[src/smc_pkg.sv]
package smc_pkg;
    localparam int NUM_INPUTS = 24;
    localparam int REG_W = 24;
    localparam int ADDR_W = 6;
    localparam logic [5:0] OFF_COMP_STATE = 6'h05;
    localparam logic [5:0] OFF_SWITCH_CONFIG = 6'h1A;
    localparam logic [23:0] CONFIG_RESET = 24'h000000;
    localparam logic [23:0] CONFIG_WMASK = 24'h01FFFF;
    localparam int BIT_DERATE_SINK = 16;
    localparam int BIT_FILT_HI = 15;
    localparam int BIT_FILT_LO = 14;
    localparam int BIT_DERATE_SOURCE = 13;
    localparam int BIT_INT_STYLE = 12;
    localparam int BIT_RUN = 11;
    localparam int CNT_W = 2;
    localparam logic [1:0] CNT_ZERO = 2'h0;
    localparam logic [1:0] CNT_ONE = 2'h1;
    localparam logic [2:0] CUR_2MA = 3'h2;
    localparam logic [2:0] CUR_10MA = 3'h4;
    localparam logic [2:0] CUR_15MA = 3'h5;
    typedef enum logic [0:0] {
        SMC_IDLE = 1'b0,
        SMC_RUN = 1'b1
    } smc_state_t;
endpackage : smc_pkg

[src/smc_filt_if.sv]
`timescale 1ns/1ps
`default_nettype none
interface smc_filt_if;
    logic sample_valid;
    logic [1:0] depth;
    logic [smc_pkg::NUM_INPUTS-1:0] raw;
    logic [smc_pkg::NUM_INPUTS-1:0] filtered;
    modport ctrl (output sample_valid, output depth, output raw,
        input filtered);
    modport filt (input sample_valid, input depth, input raw,
        output filtered);
endinterface : smc_filt_if
`default_nettype wire

[src/smc_regs.sv]
`timescale 1ns/1ps
`default_nettype none
// Behaviour
// - Each input's comparator result reads at its own bit, 1 above threshold, reset zero.
// - With sink derate disable clear, a warning drops 10 or 15 mA sink inputs to 2 mA.
// - With sink derate disable set, sink inputs keep 10 or 15 mA during a warning.
// - Source derate disable at bit 13 does the same for source inputs.
// - The filter field asks for 1, 2, 3 or 4 equal consecutive samples.
// - Interrupt style bit selects static pin assertion at 0, dynamic at 1.
// - Configuration bits 23 to 17 read zero and steer nothing.
// - The run bit starts wetting current and polling; clearing it idles.
module smc_regs (
    input wire logic core_clk,
    input wire logic rst,
    input wire logic reg_wr,
    input wire logic reg_rd,
    input wire logic [smc_pkg::ADDR_W-1:0] reg_addr,
    input wire logic [smc_pkg::REG_W-1:0] reg_wdata,
    output logic [smc_pkg::REG_W-1:0] reg_rdata,
    input wire logic [smc_pkg::NUM_INPUTS-1:0] switch_input_n,
    input wire logic sample_strobe,
    input wire logic temp_warning_event,
    input wire logic [2:0] sink_current_set,
    input wire logic [2:0] source_current_set,
    output logic [2:0] sink_current_out,
    output logic [2:0] source_current_out,
    output logic run_active,
    output logic int_dynamic
);
    logic [smc_pkg::REG_W-1:0] switch_config;
    logic [smc_pkg::REG_W-1:0] next_switch_config;
    logic [smc_pkg::REG_W-1:0] next_rdata;
    logic [smc_pkg::NUM_INPUTS-1:0] in_s1;
    logic [smc_pkg::NUM_INPUTS-1:0] in_s2;
    logic tw_s1;
    logic tw_s2;
    logic [2:0] next_sink;
    logic [2:0] next_source;
    smc_pkg::smc_state_t state;
    smc_pkg::smc_state_t next_state;
    smc_filt_if fi ();

    // Pins are asynchronous to core_clk; two stages before use
    always_ff @(posedge core_clk) begin
        if (rst) begin
            in_s1 <= '0;
            in_s2 <= '0;
            tw_s1 <= 1'b0;
            tw_s2 <= 1'b0;
        end else begin
            in_s1 <= switch_input_n;
            in_s2 <= in_s1;
            tw_s1 <= temp_warning_event;
            tw_s2 <= tw_s1;
        end
    end

    assign fi.raw = in_s2;
    assign fi.depth = switch_config[smc_pkg::BIT_FILT_HI:smc_pkg::BIT_FILT_LO];
    // Samples only count while running
    assign fi.sample_valid = sample_strobe && state == smc_pkg::SMC_RUN;

    smc_filter u_filter (
        .core_clk(core_clk),
        .rst(rst),
        .fi(fi.filt)
    );

    always_comb begin
        next_switch_config = switch_config;
        next_rdata = reg_rdata;
        if (reg_wr && reg_addr == smc_pkg::OFF_SWITCH_CONFIG) begin
            next_switch_config = reg_wdata & smc_pkg::CONFIG_WMASK;
        end
        if (reg_rd) begin
            if (reg_addr == smc_pkg::OFF_COMP_STATE) begin
                next_rdata = fi.filtered;
            end else if (reg_addr == smc_pkg::OFF_SWITCH_CONFIG) begin
                next_rdata = switch_config & smc_pkg::CONFIG_WMASK;
            end else begin
                next_rdata = '0;
            end
        end
    end

    always_comb begin
        next_state = switch_config[smc_pkg::BIT_RUN] ? smc_pkg::SMC_RUN
            : smc_pkg::SMC_IDLE;
        case (state)
            smc_pkg::SMC_IDLE: begin
                next_sink = 3'h0;
                next_source = 3'h0;
            end
            smc_pkg::SMC_RUN: begin
                next_sink = sink_current_set;
                next_source = source_current_set;
                if (tw_s2 && !switch_config[smc_pkg::BIT_DERATE_SINK] &&
                    (sink_current_set == smc_pkg::CUR_10MA ||
                     sink_current_set == smc_pkg::CUR_15MA)) begin
                    next_sink = smc_pkg::CUR_2MA;
                end
                if (tw_s2 && !switch_config[smc_pkg::BIT_DERATE_SOURCE] &&
                    (source_current_set == smc_pkg::CUR_10MA ||
                     source_current_set == smc_pkg::CUR_15MA)) begin
                    next_source = smc_pkg::CUR_2MA;
                end
            end
            default: begin
                next_sink = 3'h0;
                next_source = 3'h0;
            end
        endcase
    end

    always_ff @(posedge core_clk) begin
        if (rst) begin
            switch_config <= smc_pkg::CONFIG_RESET;
            reg_rdata <= '0;
            state <= smc_pkg::SMC_IDLE;
            sink_current_out <= 3'h0;
            source_current_out <= 3'h0;
        end else begin
            switch_config <= next_switch_config;
            reg_rdata <= next_rdata;
            state <= next_state;
            sink_current_out <= next_sink;
            source_current_out <= next_source;
        end
    end

    assign run_active = state == smc_pkg::SMC_RUN;
    assign int_dynamic = switch_config[smc_pkg::BIT_INT_STYLE];
endmodule : smc_regs
`default_nettype wire

[src/smc_filter.sv]
`timescale 1ns/1ps
`default_nettype none
module smc_filter (
    input wire logic core_clk,
    input wire logic rst,
    smc_filt_if.filt fi
);
    logic [smc_pkg::NUM_INPUTS-1:0] prev;
    logic [smc_pkg::NUM_INPUTS-1:0] next_prev;
    logic [smc_pkg::NUM_INPUTS-1:0] stat;
    logic [smc_pkg::NUM_INPUTS-1:0] next_stat;
    logic [smc_pkg::CNT_W-1:0] cnt [smc_pkg::NUM_INPUTS];
    logic [smc_pkg::CNT_W-1:0] next_cnt [smc_pkg::NUM_INPUTS];
    genvar i;
    generate
        for (i = 0; i < smc_pkg::NUM_INPUTS; i++) begin : g_in
            always_comb begin
                next_prev[i] = prev[i];
                next_stat[i] = stat[i];
                next_cnt[i] = cnt[i];
                if (fi.sample_valid) begin
                    next_prev[i] = fi.raw[i];
                    // Count of equal samples beyond the first
                    // Saturate at depth so a deeper earlier setting never wraps
                    if (fi.raw[i] == prev[i] && cnt[i] < fi.depth) begin
                        next_cnt[i] = cnt[i] + smc_pkg::CNT_ONE;
                    end else if (fi.raw[i] != prev[i]) begin
                        next_cnt[i] = smc_pkg::CNT_ZERO;
                    end
                    // Status holds until the run of equal samples completes
                    if (fi.depth == smc_pkg::CNT_ZERO) begin
                        next_stat[i] = fi.raw[i];
                    end else if (fi.raw[i] == prev[i] &&
                        cnt[i] >= fi.depth - smc_pkg::CNT_ONE) begin
                        next_stat[i] = fi.raw[i];
                    end
                end
            end
            always_ff @(posedge core_clk) begin
                if (rst) begin
                    prev[i] <= 1'b0;
                    stat[i] <= 1'b0;
                    cnt[i] <= smc_pkg::CNT_ZERO;
                end else begin
                    prev[i] <= next_prev[i];
                    stat[i] <= next_stat[i];
                    cnt[i] <= next_cnt[i];
                end
            end
        end
    endgenerate
    assign fi.filtered = stat;
endmodule : smc_filter
`default_nettype wire

[config.mk]
export PLATFORM = sky130hd
export DESIGN_NAME = smc_regs
export DESIGN_NICKNAME = d
export VERILOG_FILES = /design/src/smc_pkg.sv /design/src/smc_filt_if.sv /design/src/smc_regs.sv /design/src/smc_filter.sv
export SDC_FILE = /design/constraint.sdc
export NUM_CORES = 1
export LEC_CHECK = 0
export ABC_AREA = 0
export BUFFER_PORTS_ARGS = -buffer_cell sky130_fd_sc_hd__buf_4
export CAP_MARGIN = 20
export CORE_ASPECT_RATIO = 0.9
export CORE_MARGIN = 5
export CORE_UTILIZATION = 56
export CTS_BUF_LIST = sky130_fd_sc_hd__clkbuf_4 sky130_fd_sc_hd__clkbuf_8
export DETAILED_ROUTE_END_ITERATION = 6
export MAX_ROUTING_LAYER = met4
export PLACE_DENSITY_LB_ADDON = 0.12
export SYNTH_ARGS = -nofsm -noshare
export SYNTH_HDL_FRONTEND = slang
export SYNTH_SLANG_ARGS = --single-unit
[constraint.sdc]
create_clock -name core_clk -period 6.15 [get_ports core_clk]
set_clock_uncertainty 0.05 [all_clocks]
set_input_delay 1.23 -clock core_clk [delete_from_list [all_inputs] [get_ports core_clk]]
set_output_delay 1.23 -clock core_clk [all_outputs]
set_load 0.03 [all_outputs]
==> impl_results.rst <==
.. list-table::
   :header-rows: 1

   * - Metric
     - Value
   * - Most instantiated library cell after synthesis
     - dfxtp_1
   * - Final total negative setup slack
     - 0 ns
   * - Antenna violations before repair
     - 0
   * - Diode count
     - 0
   * - Share of cells above drive strength 1
     - 0.121
   * - Mapped Cells
     - 1108
   * - Leakage power
     - 4.18 nW
   * - Global routing usage summed across all routing layers
     - 0.218
   * - Pin count of the biggest net entering global routing
     - just under 100
   * - Area of the placeable core
     - 16800 um2
   * - TritonCTS clock tree
     - built
   * - IO buf count
     - 90
   * - Routability congestion estimate from global placement
     - 0.780
   * - Sink count of the clock tree
     - 194
   * - Area grow syn2layout
     - 12.8%
   * - Final hold viol count
     - 0
   * - Upper clock frequency limit
     - 0.334 GHz
   * - Sort of element at the end of the critical path
     - flop
   * - Slew at the pin closest to its max-slew limit
     - 0.973 ns
   * - Number of vias in the routed layout
     - 7677
   * - Number of nets produced by synthesis
     - 1247
   * - Maximum number of buffers from clock root to sink
     - 2
   * - Peak per-stage delay on the critical path
     - approximately 0.88 ns
   * - Post-synthesis cell type with the largest combined area
     - dfxtp_1
   * - Unrepaired setup endpoints after global routing
     - no
   * - End-of-flow core utilization
     - 0.638
   * - FP Rows
     - between 40 and 50
   * - Max cap viols
     - 0
   * - Worst hold path class
     - reg2reg
   * - H-tree depth reported by CTS
     - 4
   * - Post-Syn Area per Cell
     - approximately 8.6 um2
   * - Type of the setup path with the least slack
     - reg2reg
   * - Slew margin rel.
     - 0.351
   * - Total number of yosys warnings
     - 0
   * - Starting Density
     - 0.565
   * - First-pass DRT Iterations
     - 5
   * - Cell types with the largest area share after synthesis
     - dfxtp_1 41%, ha_1 9.6%, a21oi_1 6.9%, nand2_1 5.5%, nor2b_1 4.0%
   * - Number of global-route vias before repair
     - slightly below 7000
   * - Top fanout value on the critical path
     - 27
   * - Number of flops mapped to enable cells by yosys
     - 0
   * - Most frequent cells after synthesis
     - 194 x dfxtp_1, 138 x nand2_1, 130 x a21oi_1
   * - Cells along the critical path
     - inv_1 -> ha_1 -> buf_4 -> maj3_1 -> o21ai_0 -> mux2i_1
   * - Global-route wire length before repair
     - 34300 um
   * - Width of the die
     - 147 um
   * - Clock insertion delay at the later pin of the skew report
     - 0.46 ns
   * - Worst Path Required
     - 6.49 ns
   * - Post-synth top area share
     - 0.409
   * - GR Overflow Total
     - 0
   * - Data arrival time of the critical path
     - 3.33 ns
   * - Number of violations reported at the end of detailed-routing iteration 0
     - 428
   * - Clock tree root driver cell
     - clkbuf_8
   * - Seq/Total Area, Yosys
     - 0.409
   * - Detail-routed via count per cell
     - between 5 and 6
   * - Number of distinct library cell variants in the gate-level netlist after synthesis
     - 48
   * - Share of flip-flops with an asynchronous set or reset
     - 0
   * - Clock edge transition at the registers on the reported setup and hold paths
     - ~0.1 ns
   * - Area of the mapped netlist
     - 9490 um2
   * - DRC violations left
     - 0
   * - Sort of element at the start of the critical path
     - flop
   * - Post-layout min period
     - 2.99 ns
   * - Wire per inst
     - 15.1 um
   * - Number of buffers added to fix hold violations after cts
     - 0
   * - Floorplan die area
     - 19600 um2
   * - Die height
     - around 130 um
   * - Post-route ant nets
     - 0
   * - Period Utilization, post-route
     - 0.486
   * - TritonCTS buffer count
     - 17
   * - Cell type of the slowest stage on the worst timing path
     - dfxtp_2
   * - Power per unit of standard cell area
     - 217 nW/um2
   * - Buf/Inv on CP
     - 2
   * - Net count of the finished layout
     - 1304
   * - Post-CTS repair timing setup buffer count
     - 0
   * - Worst hold margin
     - approximately 0.39 ns
   * - Gate family responsible for the most delay along the worst path
     - adder cells
   * - Final wirelength
     - 20900 um
   * - Half-perimeter wire length of the detailed placement result
     - ~13000 um
   * - Flop and latch count out of synthesis
     - a little under 200
   * - Post-synth top flop
     - dfxtp_1
   * - Post-cts sizing count
     - 0
   * - Result of the run
     - finished clean
   * - Final setup fails
     - 0
   * - Peak ir drop on the vdd network
     - approximately 0.25 mV
   * - Final Max Slew Viols
     - 0
   * - Number of I/O pins
     - 98
==> cells by family after synthesis <==
kind of cell	share of synthesized area
and+or+nand+nor	0.209
xor gates and xnor gates	0.0231
AOI/OAI and AO/OA	0.175
adders and majority gates	0.109
buffers and inverters	0.0472
muxes	0.0274
DFF	0.409
==> layout by cell type, fill, tap and decap left out, drive strengths merged, types with 24 or more instances in the layout <==
cell type / n
a21oi: 130
buf: 101
dfxtp: 194
ha: 73
inv: 49
mux2i: 26
nand2: 139
nand2b: 46
nand3: 26
nand4: 24
nor2: 40
nor2b: 61
o21ai: 73
==> area by class of cell <==
type | instances | area, um2
Fill cell | 1460 | 6080
Multi-Input combinational cell | 805 | 5160
Sequential cell | 194 | 3880
Timing Repair Buffer | 101 | 778
Tap cell | 211 | 264
Clock buffer | 17 | 234
Clock inverter | 15 | 205
Inverter | 46 | 173
==> worst register-to-register path: stages (launching register included) <==
cell and delay (ns):
dfxtp_2 0.88, inv_1 0.19, ha_1 0.68, buf_4 0.38, maj3_1 0.33, o21ai_0 0.21, mux2i_1 0.20
==> final timing paths <==
kind	start	to	slack, ns	depth (start not counted)
hold / removal	in_s1[9]	fi.raw[9]	0.39	1
setup reg to reg	switch_config[14]	u_filter.fi.filtered[16]	3.16	6
hold reg to reg	in_s1[9]	fi.raw[9]	0.39	1
setup / recovery	switch_config[14]	u_filter.fi.filtered[16]	3.16	6
==> state kept, by name (all words and copies together), names as in the netlist <==
name	count
reg_rdata	24
tw_s1	1
u_filter.prev	24
sink_current_out	3
u_filter.cnt	48
switch_config	17
run_active	1
in_s1	24
tw_s2	1
fi.raw	24
u_filter.fi.filtered	24
source_current_out	3
==> report_power, final <==
group | leakage, nW | internal (mW) | switching (mW)
clock network | 0.225 | 0.448 | 0.453
registers | 1.58 | 1.28 | 0.0135
logic | 2.38 | 0.0557 | 0.0723
total | 4.18 | 1.78 | 0.539
==> through the flow <==
step	area (um2)	std cells	power [mW]	worst slack [ns]
finish	10700	1389	2.32	3.16
global route	10700	1389	2.41	3.01
CTS	10700	1389	2.34	3.16
detailed placement	10300	1357	1.45	3.02
global placement	10200	1356	1.45	3.00
floorplan	9490	1108	1.39	3.29
==> metal layers <==
layer	up-vias	global-route usage	share of wire
met5	-	-	0
met4	0	0.0528	0.0074
met3	10	0.0466	0.059
met2	197	0.323	0.42
met1	3508	0.306	0.51
li1	3962	-	-
Power figures use the tool's default switching activity.
